===== config.mk =====
export PLATFORM = sky130hd
export DESIGN_NAME = lac_ctrl
export DESIGN_NICKNAME = d
export VERILOG_FILES = /design/src/design/lac_pkg.sv /design/src/design/lac_ctrl.sv
export SDC_FILE = /design/constraint.sdc
export NUM_CORES = 1
export LEC_CHECK = 0
export BUFFER_PORTS_ARGS = -buffer_cell sky130_fd_sc_hd__buf_2
export CAP_MARGIN = 10
export CORE_ASPECT_RATIO = 0.75
export CORE_MARGIN = 2
export CORE_UTILIZATION = 44
export CTS_CLUSTER_SIZE = 14
export DETAILED_ROUTE_END_ITERATION = 12
export PLACE_DENSITY = 0.67
export SYNTH_ARGS = -nofsm -noshare
export SYNTH_HDL_FRONTEND = slang
export SYNTH_SLANG_ARGS = --single-unit

===== constraint.sdc =====
create_clock -name pclk -period 5.6 [get_ports pclk]
set_clock_uncertainty 0.15 [all_clocks]
set_input_delay 1.12 -clock pclk [delete_from_list [all_inputs] [get_ports pclk]]
set_output_delay 1.12 -clock pclk [all_outputs]
set_load 0.05 [all_outputs]

===== src/design/lac_pkg.sv =====
// Constants, field layouts and carrier types of the latch acknowledge controller.
// Assumes a 250 MHz pclk and an APB slave with 32-bit data and byte addresses.
package lac_pkg;

   // ---------------------------------------------------------------
   // Timing
   // ---------------------------------------------------------------
   localparam int unsigned CLK_HZ         = 250_000_000;
   localparam int unsigned LONG_PRESS_MS  = 1000;
   localparam int unsigned LED_PHASE_MS   = 1000;
   localparam int unsigned LONG_PRESS_CYC = LONG_PRESS_MS * (CLK_HZ / 1000);
   localparam int unsigned LED_PHASE_CYC  = LED_PHASE_MS * (CLK_HZ / 1000);
   localparam int unsigned CNT_W          = 32;

   // ---------------------------------------------------------------
   // Register map
   // ---------------------------------------------------------------
   localparam int unsigned ADDR_W          = 8;
   localparam logic [7:0]  REG_CTRL        = 8'h00;
   localparam logic [7:0]  REG_ALARM_CFG   = 8'h04;
   localparam logic [7:0]  REG_CMD         = 8'h08;
   localparam logic [7:0]  REG_LED_STAT    = 8'h0C;
   localparam logic [7:0]  REG_RELAY_STAT  = 8'h10;
   localparam logic [7:0]  REG_MISC_STAT   = 8'h14;

   // CTRL fields and reset values
   localparam int unsigned CTRL_PERMIT_BIT = 0;
   localparam int unsigned CTRL_MODE_LSB   = 1;
   localparam logic        CTRL_PERMIT_RST = 1'b0;

   // CMD fields (write one to fire)
   localparam int unsigned CMD_SYS_BIT     = 0;
   localparam int unsigned CMD_LEDS_BIT    = 1;
   localparam int unsigned CMD_RELAYS_BIT  = 2;
   localparam int unsigned CMD_SCADA_BIT   = 3;
   localparam int unsigned CMD_TRIP_BIT    = 4;
   localparam int unsigned CMD_ALL_BIT     = 5;
   localparam int unsigned CMD_SG_LSB      = 8;
   localparam int unsigned SG_IDX_W        = 3;

   // MISC_STAT fields
   localparam int unsigned MISC_SCADA_LSB  = 0;
   localparam int unsigned MISC_TRIP_LSB   = 8;
   localparam int unsigned MISC_SYS_BIT    = 16;
   localparam int unsigned MISC_MENU_BIT   = 17;
   localparam int unsigned MISC_AUTH_BIT   = 18;
   localparam int unsigned MISC_RED_BIT    = 19;
   localparam int unsigned MISC_GREEN_BIT  = 20;
   localparam int unsigned MAX_GROUP       = 8;

   // ---------------------------------------------------------------
   // Types
   // ---------------------------------------------------------------
   typedef enum logic [2:0] {
      LP_NOTHING     = 3'h0,
      LP_LEDS_NOPW   = 3'h1,
      LP_LEDS        = 3'h2,
      LP_LEDS_RELAYS = 3'h3,
      LP_ALL         = 3'h4
   } lac_lp_mode_t;

   localparam lac_lp_mode_t CTRL_MODE_RST = LP_LEDS_NOPW;

   typedef struct packed {
      logic sys;
      logic leds;
      logic relays;
      logic scada;
      logic trips;
   } lac_clr_t;

   typedef struct packed {
      logic     clear_key;
      logic     edit_mode;
      logic     nav_open;
      logic     confirm;
      logic     cancel;
      lac_clr_t sel;
   } lac_panel_t;

   typedef struct packed {
      logic granted;
      logic denied;
      logic first_protection_access_level_empty;
   } lac_auth_t;

endpackage : lac_pkg


===== src/design/lac_ctrl.sv =====
// Latch acknowledge controller: latched LEDs, relays, SCADA signals, trip commands.
// Assumes all inputs synchronous to pclk; APB master keeps psel/penable protocol.
//
// The implementer's own choices: the placing of the registers and the APB interface to the registers.
`timescale 1ns/1ns
module lac_ctrl #(
   parameter int unsigned N_LEDS            = 16,
   parameter int unsigned N_RELAYS          = 16,
   parameter int unsigned N_SCADA           = 8,
   parameter int unsigned N_SG              = 4,
   parameter int unsigned LONG_PRESS_CYCLES = lac_pkg::LONG_PRESS_CYC,
   parameter int unsigned LED_PHASE_CYCLES  = lac_pkg::LED_PHASE_CYC
) (
   // Clock and reset
   input  wire logic                       pclk,
   input  wire logic                       presetn,
   // APB slave
   input  wire logic                       psel,
   input  wire logic                       penable,
   input  wire logic                       pwrite,
   input  wire logic [lac_pkg::ADDR_W-1:0] paddr,
   input  wire logic [31:0]                pwdata,
   output logic      [31:0]                prdata,
   output logic                            pready,
   output logic                            pslverr,
   // Sources that set the latches, and relay off-delay completion that releases relay latches
   input  wire logic [N_LEDS-1:0]          led_src,
   input  wire logic [N_RELAYS-1:0]        relay_src,
   input  wire logic [N_RELAYS-1:0]        relay_off_delay_done,
   input  wire logic [N_SCADA-1:0]         scada_src,
   input  wire logic [N_SG-1:0]            trip_src,
   input  wire logic                       sys_warn_src,
   // Assigned acknowledge inputs and alarm
   input  wire logic                       clear_all_outputs_input,
   input  wire logic                       clear_leds_input,
   input  wire logic                       clear_scada_input,
   input  wire logic                       prot_alarm,
   // Operator panel and authorisation
   input  wire lac_pkg::lac_panel_t        panel,
   input  wire lac_pkg::lac_auth_t         auth,
   // Latched indications
   output logic      [N_LEDS-1:0]          led_latched,
   output logic      [N_RELAYS-1:0]        relay_latched,
   output logic      [N_SCADA-1:0]         scada_latched,
   output logic      [N_SG-1:0]            trip_latched,
   output logic                            sys_warn_latched,
   // Panel feedback
   output logic                            menu_open,
   output logic                            auth_request,
   output logic                            led_test_red,
   output logic                            led_test_green
);

   // ---------------------------------------------------------------
   // Parameter checks
   // ---------------------------------------------------------------
   generate
      if (N_LEDS < 1 || N_LEDS > 32 || N_RELAYS < 1 || N_RELAYS > 32)
         $error("lac_ctrl: LED and relay counts must be 1 to 32");
      if (N_SCADA < 1 || N_SCADA > lac_pkg::MAX_GROUP || N_SG < 1 || N_SG > lac_pkg::MAX_GROUP)
         $error("lac_ctrl: SCADA and switchgear counts must be 1 to 8");
      if (LONG_PRESS_CYCLES < 2 || LED_PHASE_CYCLES < 1)
         $error("lac_ctrl: timing counts too small");
   endgenerate

   localparam logic [lac_pkg::CNT_W-1:0] LONG_LAST  = lac_pkg::CNT_W'(LONG_PRESS_CYCLES - 1);
   localparam logic [lac_pkg::CNT_W-1:0] PHASE_LAST = lac_pkg::CNT_W'(LED_PHASE_CYCLES - 1);

   typedef enum logic [4:0] {
      ST_IDLE = 5'h01,
      ST_HELD = 5'h02,
      ST_MENU = 5'h04,
      ST_AUTH = 5'h08,
      ST_WREL = 5'h10
   } lac_state_t;

   // Decode a switchgear index into a one-hot trip mask
   function automatic logic [N_SG-1:0] sg_onehot(input logic [lac_pkg::SG_IDX_W-1:0] idx);
      logic [N_SG-1:0] m;
      m = '0;
      for (int i = 0; i < N_SG; i++) begin
         if (idx == lac_pkg::SG_IDX_W'(i)) begin
            m[i] = 1'b1;
         end
      end
      return m;
   endfunction : sg_onehot

   // Long-press categories for a mode setting
   function automatic lac_pkg::lac_clr_t lp_mask(input lac_pkg::lac_lp_mode_t mode);
      lac_pkg::lac_clr_t m;
      m = '0;
      case (mode)
         lac_pkg::LP_LEDS_NOPW,
         lac_pkg::LP_LEDS:        m.leds = 1'b1;
         lac_pkg::LP_LEDS_RELAYS: begin
            m.leds   = 1'b1;
            m.relays = 1'b1;
         end
         lac_pkg::LP_ALL: begin
            m.leds   = 1'b1;
            m.relays = 1'b1;
            m.scada  = 1'b1;
            m.trips  = 1'b1;
         end
         default:                 m = '0;
      endcase
      return m;
   endfunction : lp_mask

   // ---------------------------------------------------------------
   // APB register file
   // ---------------------------------------------------------------
   logic                       remote_permit;
   lac_pkg::lac_lp_mode_t      lp_mode;
   logic [N_LEDS-1:0]          alarm_cfg;
   logic                       apb_access;
   logic                       apb_wr;
   logic                       apb_cmd;
   logic [31:0]                next_prdata;
   logic                       next_err;

   assign apb_access = psel & penable & pready;
   assign apb_wr     = apb_access & pwrite;
   assign apb_cmd    = apb_wr & (paddr == lac_pkg::REG_CMD);

   // One wait state: pready rises in the second access cycle
   always_ff @(posedge pclk or negedge presetn) begin
      if (!presetn) begin
         pready <= 1'b0;
      end else begin
         pready <= psel & penable & ~pready;
      end
   end

   always_comb begin
      next_prdata = 32'h0000_0000;
      next_err    = 1'b0;
      case (paddr)
         lac_pkg::REG_CTRL: begin
            next_prdata[lac_pkg::CTRL_PERMIT_BIT] = remote_permit;
            next_prdata[lac_pkg::CTRL_MODE_LSB +: 3] = lp_mode;
         end
         lac_pkg::REG_ALARM_CFG:  next_prdata[N_LEDS-1:0] = alarm_cfg;
         lac_pkg::REG_CMD:        next_prdata = 32'h0000_0000;
         lac_pkg::REG_LED_STAT:   next_prdata[N_LEDS-1:0] = led_latched;
         lac_pkg::REG_RELAY_STAT: next_prdata[N_RELAYS-1:0] = relay_latched;
         lac_pkg::REG_MISC_STAT: begin
            next_prdata[lac_pkg::MISC_SCADA_LSB +: N_SCADA] = scada_latched;
            next_prdata[lac_pkg::MISC_TRIP_LSB +: N_SG]     = trip_latched;
            next_prdata[lac_pkg::MISC_SYS_BIT]   = sys_warn_latched;
            next_prdata[lac_pkg::MISC_MENU_BIT]  = menu_open;
            next_prdata[lac_pkg::MISC_AUTH_BIT]  = auth_request;
            next_prdata[lac_pkg::MISC_RED_BIT]   = led_test_red;
            next_prdata[lac_pkg::MISC_GREEN_BIT] = led_test_green;
         end
         default:                 next_err = 1'b1;
      endcase
   end

   always_ff @(posedge pclk or negedge presetn) begin
      if (!presetn) begin
         prdata  <= 32'h0000_0000;
         pslverr <= 1'b0;
      end else if (psel & penable & ~pready) begin
         prdata  <= pwrite ? 32'h0000_0000 : next_prdata;
         pslverr <= next_err;
      end else begin
         prdata  <= 32'h0000_0000;
         pslverr <= 1'b0;
      end
   end

   always_ff @(posedge pclk or negedge presetn) begin
      if (!presetn) begin
         remote_permit <= lac_pkg::CTRL_PERMIT_RST;
         lp_mode       <= lac_pkg::CTRL_MODE_RST;
         alarm_cfg     <= '0;
      end else if (apb_wr && paddr == lac_pkg::REG_CTRL) begin
         remote_permit <= pwdata[lac_pkg::CTRL_PERMIT_BIT];
         lp_mode       <= lac_pkg::lac_lp_mode_t'(pwdata[lac_pkg::CTRL_MODE_LSB +: 3]);
      end else if (apb_wr && paddr == lac_pkg::REG_ALARM_CFG) begin
         alarm_cfg     <= pwdata[N_LEDS-1:0];
      end
   end

   // ---------------------------------------------------------------
   // Edge detection of assigned inputs
   // ---------------------------------------------------------------
   logic [3:0] in_q;
   logic [3:0] in_rise;
   logic       key_q;

   always_ff @(posedge pclk or negedge presetn) begin
      if (!presetn) begin
         in_q  <= 4'h0;
         key_q <= 1'b0;
      end else begin
         in_q  <= {prot_alarm, clear_scada_input, clear_leds_input, clear_all_outputs_input};
         key_q <= panel.clear_key;
      end
   end

   assign in_rise = {prot_alarm, clear_scada_input, clear_leds_input, clear_all_outputs_input} & ~in_q;

   // ---------------------------------------------------------------
   // Panel clear key and acknowledge menu
   // ---------------------------------------------------------------
   lac_state_t                 state;
   logic [lac_pkg::CNT_W-1:0]  hold_cnt;
   lac_pkg::lac_clr_t          pend;
   lac_pkg::lac_clr_t          apply_m;
   lac_pkg::lac_clr_t          long_m;
   lac_pkg::lac_clr_t          sel_pw;
   logic                       key_rise;
   logic                       lv1_empty;

   assign key_rise  = panel.clear_key & ~key_q;
   assign lv1_empty = auth.first_protection_access_level_empty;
   assign long_m    = lp_mask(lp_mode);
   assign sel_pw    = panel.sel & ~lac_pkg::lac_clr_t'(5'h10);

   always_ff @(posedge pclk or negedge presetn) begin
      if (!presetn) begin
         hold_cnt <= '0;
      end else if (state == ST_HELD) begin
         hold_cnt <= hold_cnt + 1'b1;
      end else begin
         hold_cnt <= '0;
      end
   end

   always_ff @(posedge pclk or negedge presetn) begin
      if (!presetn) begin
         state   <= ST_IDLE;
         pend    <= '0;
         apply_m <= '0;
      end else begin
         apply_m <= '0;
         case (state)
            ST_IDLE: begin
               if (key_rise && !panel.edit_mode) begin
                  state <= ST_HELD;
               end else if (panel.nav_open) begin
                  state <= ST_MENU;
               end
            end
            ST_HELD: begin
               if (!panel.clear_key) begin
                  state <= ST_MENU;
               end else if (hold_cnt == LONG_LAST) begin
                  if (lp_mode == lac_pkg::LP_LEDS_NOPW || (long_m != '0 && lv1_empty)) begin
                     apply_m <= long_m;
                     state   <= ST_WREL;
                  end else if (long_m != '0) begin
                     pend  <= long_m;
                     state <= ST_AUTH;
                  end else begin
                     state <= ST_WREL;
                  end
               end
            end
            ST_MENU: begin
               if (panel.cancel) begin
                  state <= ST_IDLE;
               end else if (panel.confirm) begin
                  if (sel_pw != '0 && !lv1_empty) begin
                     pend  <= panel.sel;
                     state <= ST_AUTH;
                  end else begin
                     apply_m <= panel.sel;
                     state   <= ST_IDLE;
                  end
               end
            end
            ST_AUTH: begin
               if (auth.granted) begin
                  apply_m <= pend;
                  state   <= panel.clear_key ? ST_WREL : ST_IDLE;
               end else if (auth.denied) begin
                  state <= panel.clear_key ? ST_WREL : ST_IDLE;
               end
            end
            ST_WREL: begin
               if (!panel.clear_key) begin
                  state <= ST_IDLE;
               end
            end
            default: state <= ST_IDLE;
         endcase
      end
   end

   assign menu_open    = state[2];
   assign auth_request = state[3];

   // ---------------------------------------------------------------
   // Clear request collection
   // ---------------------------------------------------------------
   lac_pkg::lac_clr_t          rem_m;
   logic [N_SG-1:0]            rem_trip;
   logic [N_LEDS-1:0]          clr_leds;
   logic [N_SG-1:0]            clr_trip;
   logic                       clr_relays;
   logic                       clr_scada;
   logic                       clr_sys;
   logic [lac_pkg::SG_IDX_W-1:0] cmd_sg;

   assign cmd_sg = pwdata[lac_pkg::CMD_SG_LSB +: lac_pkg::SG_IDX_W];

   always_comb begin
      rem_m    = '0;
      rem_trip = '0;
      if (apb_cmd) begin
         rem_m.sys    = pwdata[lac_pkg::CMD_SYS_BIT];
         rem_m.leds   = pwdata[lac_pkg::CMD_LEDS_BIT] | pwdata[lac_pkg::CMD_ALL_BIT];
         rem_m.relays = pwdata[lac_pkg::CMD_RELAYS_BIT] | pwdata[lac_pkg::CMD_ALL_BIT];
         rem_m.scada  = pwdata[lac_pkg::CMD_SCADA_BIT] | pwdata[lac_pkg::CMD_ALL_BIT];
         rem_m.trips  = pwdata[lac_pkg::CMD_ALL_BIT];
         if (pwdata[lac_pkg::CMD_TRIP_BIT]) begin
            rem_trip = sg_onehot(cmd_sg);
         end
      end
      rem_m.relays = rem_m.relays | in_rise[0];
      rem_m.leds   = rem_m.leds | in_rise[1];
      rem_m.scada  = rem_m.scada | in_rise[2];
      if (!remote_permit) begin
         rem_m    = '0;
         rem_trip = '0;
      end
   end

   always_comb begin
      clr_leds = {N_LEDS{apply_m.leds | rem_m.leds}};
      if (remote_permit && in_rise[3]) begin
         clr_leds = clr_leds | alarm_cfg;
      end
      clr_relays = apply_m.relays | rem_m.relays;
      clr_scada  = apply_m.scada | rem_m.scada;
      clr_sys    = apply_m.sys | rem_m.sys;
      clr_trip   = {N_SG{apply_m.trips | rem_m.trips}} | rem_trip;
   end

   // ---------------------------------------------------------------
   // Latches: a new set always wins over a clear
   // ---------------------------------------------------------------
   logic [N_RELAYS-1:0] relay_ack;

   always_ff @(posedge pclk or negedge presetn) begin
      if (!presetn) begin
         led_latched <= '0;
      end else begin
         led_latched <= led_src | (led_latched & ~clr_leds);
      end
   end

   always_ff @(posedge pclk or negedge presetn) begin
      if (!presetn) begin
         scada_latched    <= '0;
         trip_latched     <= '0;
         sys_warn_latched <= 1'b0;
      end else begin
         scada_latched    <= scada_src | (scada_latched & ~{N_SCADA{clr_scada}});
         trip_latched     <= trip_src | (trip_latched & ~clr_trip);
         sys_warn_latched <= sys_warn_src | (sys_warn_latched & ~clr_sys);
      end
   end

   // Relay acknowledge is held until the off-delay lets the latch go
   always_ff @(posedge pclk or negedge presetn) begin
      if (!presetn) begin
         relay_latched <= '0;
         relay_ack     <= '0;
      end else begin
         relay_latched <= relay_src | (relay_latched & ~(relay_ack & relay_off_delay_done));
         relay_ack     <= (relay_ack | {N_RELAYS{clr_relays}}) & relay_latched
                          & ~(relay_ack & relay_off_delay_done & ~relay_src);
      end
   end

   // ---------------------------------------------------------------
   // LED test after every LED clear
   // ---------------------------------------------------------------
   logic [lac_pkg::CNT_W-1:0] test_cnt;

   always_ff @(posedge pclk or negedge presetn) begin
      if (!presetn) begin
         test_cnt       <= '0;
         led_test_red   <= 1'b0;
         led_test_green <= 1'b0;
      end else if (|clr_leds) begin
         test_cnt       <= '0;
         led_test_red   <= 1'b1;
         led_test_green <= 1'b0;
      end else if (led_test_red | led_test_green) begin
         if (test_cnt == PHASE_LAST) begin
            test_cnt       <= '0;
            led_test_green <= led_test_red;
            led_test_red   <= 1'b0;
         end else begin
            test_cnt <= test_cnt + 1'b1;
         end
      end
   end

endmodule : lac_ctrl


[After elaboration in Yosys (flattened, before gate mapping)]
Cells that the tools add are included.
Word-level totals
  bits in registers: 201
  output and inout port bits: 83
  logic and storage cells: 194
Cells by class
  $add $sub $neg: 2
  eq/ne operators: 31
  muxes and demuxes: 61
  bitwise logic cells: 47
  reduce and logical (&&, ||, !) cells: 24
Operators with widths (count)
  2-to-1 mux 5 bit: 26
  2-to-1 mux 32 bit: 4
  AND 16 bit: 6
  adder 32 x 1 -> 32 bit (second input constant): 2
  == test 32 x 28 -> 1 bit (second input constant): 2
  NOT 16 bit: 4
  bitwise OR 16 bit: 4
  2-to-1 mux 21 bit: 2
  one-hot mux 8 bit (4 select lines): 1
  2-to-1 mux 4 bit: 7
  one-hot mux 5 bit (5 select lines): 1
  one-hot mux 4 bit (5 select lines): 1
  == test 8 x 4 -> 1 bit (second input constant): 2
  == test 8 x 5 -> 1 bit (second input constant): 2
  2-to-1 mux 16 bit: 1
  OR reduction 16 bit: 1
  one-hot mux 5 bit (3 select lines): 1
  2-to-1 mux 1 bit: 14
  bitwise OR 1 bit: 13
  == test 3 x 2 -> 1 bit (second input constant): 4
  != test 2 bit (second input constant): 6
  one-hot mux 4 bit (3 select lines): 1
  one-hot mux 5 bit (2 select lines): 1
  nonzero test 5 bit: 2
  32 further kinds: 57

[Depth between registers and ports, before layout]
  depth in word-level cells: 13
  depth in mapped cells: 10

[Worst setup path before layout]
OpenSTA, ideal clock, no wires.
  path kind: input to register
  from: input port paddr[2] (netlist name)
  to: register test_cnt[10] (netlist name)
  library setup time: 0.121 ns
  data arrival time: 3.070 ns
  required time: 5.329 ns
  slack: 2.259 ns
  cell stages on the path: 9
  path buffers: 3
  cell sequence: or4_4 or4_4 and2_4 buf_6 nand2_1 a21o_1 buf_4 buf_2 nor2_1
Between the ends
  cells in the longest elaborated chain, start to end: 10
  elaborated cells between the ends (all ways): 11
  classes of those cells: 1 x eq/ne; 4 x mux; 4 x bitwise; 2 x reduce/logical
RTL lines
  start, declared: line lac_ctrl.sv:21  | input wire logic [lac_pkg::ADDR_W-1:0] paddr,
  == test 8 x 4 -> 1 bit *: line lac_ctrl.sv:125  | assign apb_cmd = apb_wr & (paddr == lac_pkg::REG_CMD);
  AND 1 bit *: line lac_ctrl.sv:125
  2-to-1 mux 5 bit *: line lac_ctrl.sv:314  | if (apb_cmd) begin
  bitwise OR 1 bit *: line lac_ctrl.sv:325  | rem_m.leds = rem_m.leds | in_rise[1];
  2-to-1 mux 5 bit *: line lac_ctrl.sv:327  | if (!remote_permit) begin
  bitwise OR 1 bit *: line lac_ctrl.sv:334  | clr_leds = {N_LEDS{apply_m.leds | rem_m.leds}};
  bitwise OR 16 bit: line lac_ctrl.sv:336  | clr_leds = clr_leds | alarm_cfg;
  2-to-1 mux 16 bit *: line lac_ctrl.sv:335  | if (remote_permit && in_rise[3]) begin
  OR reduction 16 bit *: line lac_ctrl.sv:391  | end else if (|clr_leds) begin
  2-to-1 mux 32 bit / nonzero test 2 bit (equally long branches)
  end signal, assigned: line lac_ctrl.sv:401  | test_cnt <= test_cnt + 1'b1;
  end, declared: line lac_ctrl.sv:384  | logic [lac_pkg::CNT_W-1:0] test_cnt;
Every way passes the cells marked *; elsewhere a longest branch is shown, timed or not.
A chain may end at the register's enable or synchronous reset.

[Worst setup path after layout]
  from: input port paddr[2] (netlist name)
  to: register test_cnt[22] (netlist name)
Same word-level chain as after synthesis.

==> results.md <==
* Clock Latency Late Sink at 440 ps
* Clock share of power at 36.5%
* Sequential share of power at 48.4%
* Share of flip-flops with an asynchronous set or reset at 100%
* Synthesis Warnings at 0
* Overflow left after global routing at 0
* Vias in the first global route at 6957
* HP Class: reg2reg
* RSZ-0062 raised after global routing: no
* Final Hold Fails at 0
* H-tree Lvls at 4
* Comb pwr share at 15.1%
* R2R cell count at 5
* Max Cap Viol at 0
* Met2 WL at 9930 µm
* Placed cell areas at 9880 µm²
* Slew HR at 27.9%
* PostCTS Resize Cnt at 0
* CP Capture Type: flip-flop
* Worst Hold Slack at 356 ps
* GP Congestion at 0.838
* Sw power at 1.06 mW
* Status: finished with violations
* Worst slew pin tran at 1080 ps
* 1st-pass router iterations at 10
* Setup Buffers After CTS at 0
* Final wirelength at 23200 µm
* Setup violators final at 0
* Pwr dens at 331 nW/µm²
* First-pass GRT wire length at 37700 µm
* Clk pin slew, worst setup/hold paths at 70 ps
* Worst Hold Launch: pend[4]$_DFFE_PN0P_
* Post-Syn Area at 8800 µm²
* Core area at 19500 µm²
* Metal3 WL at 1430 µm
* CP max FO at 36
* Slew Limit Fails at 0
* Reg-to-Reg End: test_cnt[22]$_DFFE_PN0P_
* Crit Path Class: in2reg
* Setup TNS at 0 ps
* Reg2reg start: test_cnt[24]$_DFFE_PN0P_
* Total GRT Usage at 22.6%
* Share of cells above drive strength 1 at 27.7%
* Startpoint Class: input pin
* Area growth syn-to-layout at 19.4%
* Die Ht at 126 µm
* VDD IR-drop max at 0.000190 V
* Setup WS post-layout at 1800 ps
* Rows at 44
* Design area at 10500 µm²
* Crit path time final at 3800 ps
* DR top layer: met5
* Wl on met1 at 11400 µm
* CTS max path bufs at 2
* Antenna violations before repair at 2
* Syn Inst Count at 832
* Flop2flop setup slack at 2340 ps
* Wire length per cell at 18.3 µm
* Nets@finish at 1127
* Failing checks: DRC
* Post-CTS Hold Buffers at 0
* Worst EP required at 5710 ps
* CTS buffer count at 17
* Die ar. at 21200 µm²
* Pin count of the biggest net entering global routing at 112
* Initial Util at 45.2%
* Post-DP HPWL at 16500 µm
* Crit path DAT at 3920 ps
* Top Ports at 206
* Drt initial violations at 683
* TritonCTS clock tree: built
* Clk sinks at 190
* Port bufs at 178
* Leak at 4.56 nW
* Seq cells post-synth at 190
* Vias/cell at 5.68
* Final worst path period share at 67.9%
* Main synth FF type: dfrtp_1
* Place WS at 1350 ps
* Post-route DRC at 7
* Root buffer cell: clkbuf_16
* Via count at 7203
* Worst Hold End: apply_m[4]$_DFF_PN0_
* Avg Cell Area, Syn at 10.6 µm²
* Sw frac at 30.6%
* Number of flops mapped to enable cells by yosys at 0
* Register area share after synthesis at 54.1%
* Achievable clock frequency at 263 MHz
* Worst hold stages at 1
* Distinct cells, synth at 61
* Post-route ant nets at 0
* Int Pwr at 2.41 mW
* Die W at 167 µm
per-stage QoR:
step	utilization [%]	power, mW	std cells
2_1_floorplan	-	2.05	842
3_3_place_gp	50.7	2.21	1236
3_5_place_dp	50.7	2.23	1236
4_1_cts	53.9	3.50	1268
5_1_grt	53.9	3.65	1269
6_report	53.9	3.48	1269
layout by cell type (no fill, tap or decap), drive strengths merged, types with 4 or more instances in the layout:
cell / synthesis / routed
a222oi: 14 / 14
clkbuf: 26 / 18
a22oi: 11 / 11
nand2b: 5 / 5
a21o: 28 / 28
and4: 6 / 6
a21oi: 27 / 27
a311oi: 13 / 13
nor2b: 5 / 5
nand2: 86 / 86
or3: 13 / 13
clkinv: 0 / 6
nor2: 87 / 87
conb: 1 / 11
and3: 14 / 14
a31oi: 9 / 9
mux2: 24 / 24
nand3b: 4 / 4
o211a: 15 / 15
nor3: 16 / 16
nor4b: 6 / 6
o21ai: 19 / 19
a31o: 20 / 20
nor4: 13 / 13
nand3: 31 / 31
xnor2: 29 / 29
xor2: 22 / 22
buf: 20 / 186
and2: 12 / 12
nand4: 23 / 23
dfrtp: 188 / 188
inv: 9 / 15
per-layer routing:
metal / track usage [%] / up-vias
met2: 32.6 / 239
met1: 34.7 / 3557
met4: 6.39 / 2
li1: - / 3373
met3: 4.34 / 32
met5: 0 / -
state kept, by name, indices dropped and copies added (netlist names), 4 cells and up:
register and count:
scada_latched 8, in_q 4, trip_latched 4, alarm_cfg 16, relay_latched 16, prdata 21
relay_ack 16, pend 5, state 5, apply_m 5, test_cnt 32, hold_cnt 32
led_latched 16
cell usage after synthesis, types with 5 or more instances:
master	count	area, µm²
o211a_1	15	150
nor3_1	15	75.1
nor4_1	13	81.3
xor2_1	22	193
nand4_1	23	144
a31oi_1	9	56.3
o21ai_0	18	90.1
nor2b_1	5	31.3
nand2b_1	5	31.3
a311oi_1	10	87.6
a21o_1	28	210
a31o_2	20	175
a22oi_1	11	82.6
and4_1	6	52.6
nand2_1	86	323
or3_1	13	81.3
a222oi_1	14	140
xnor2_1	29	254
nand3_1	31	155
nor4b_1	6	52.6
mux2_2	24	270
and2_1	11	68.8
dfrtp_1	188	4700
and3_1	14	87.6
clkbuf_1	26	97.6
a21oi_1	27	135
nor2_1	83	312
inv_1	9	33.8
buf_4	13	97.6
cell families (layout without fill, tap and decap cells):
kind of cell | after synthesis | in the layout | synth area share (%)
AOI/OAI and AO/OA | 174 | 174 | 15.1
xor gates and xnor gates | 51 | 51 | 5.08
adders and majority gates | 2 | 2 | 0.284
buffers and inverters | 55 | 228 | 3.13
DFF | 190 | 190 | 54.1
muxes | 26 | 26 | 3.30
other | 1 | 12 | 0.0426
and+or+nand+nor | 333 | 333 | 19.0
power by group through the flow:
stage	clock (mW)	combinational [mW]	sequential, mW
floorplan	0	0.344	1.71
global placement	0	0.513	1.70
detailed placement	0	0.527	1.70
CTS	1.29	0.528	1.68
global route	1.35	0.586	1.71
finish	1.27	0.524	1.68
worst max-delay path by stage:
stage | startpoint | to | slack [ps] | cells after the start
after floorplan | paddr[2] | test_cnt[10]$_DFFE_PN0P_ | 2260 | 9
after global placement | paddr[2] | test_cnt[24]$_DFFE_PN0P_ | 1470 | 7
after detailed placement | paddr[2] | test_cnt[14]$_DFFE_PN0P_ | 1350 | 7
after CTS | paddr[2] | test_cnt[14]$_DFFE_PN0P_ | 1820 | 7
after global routing | paddr[2] | test_cnt[22]$_DFFE_PN0P_ | 1630 | 7
final | paddr[2] | test_cnt[22]$_DFFE_PN0P_ | 1800 | 7
area by class of cell:
| type | count | area, µm² |
|---|---|---|
| diodes | 1 | 2.50 |
| clock inverters | 15 | 196 |
| clock buffers | 17 | 425 |
| multi-input cells | 597 | 3810 |
| well taps | 253 | 317 |
| flip-flops and latches | 190 | 4760 |
| repair buffers | 187 | 967 |
| inverters | 9 | 33.8 |
| fillers | 1745 | 8980 |
worst max-delay path: stages:
cell and delay, ps:
buf_2 130, or4_4 570, or4_4 550, and2_4 320
nand2_1 230, a21o_1 840, nor2_1 130
Power figures use the tool's default switching activity.
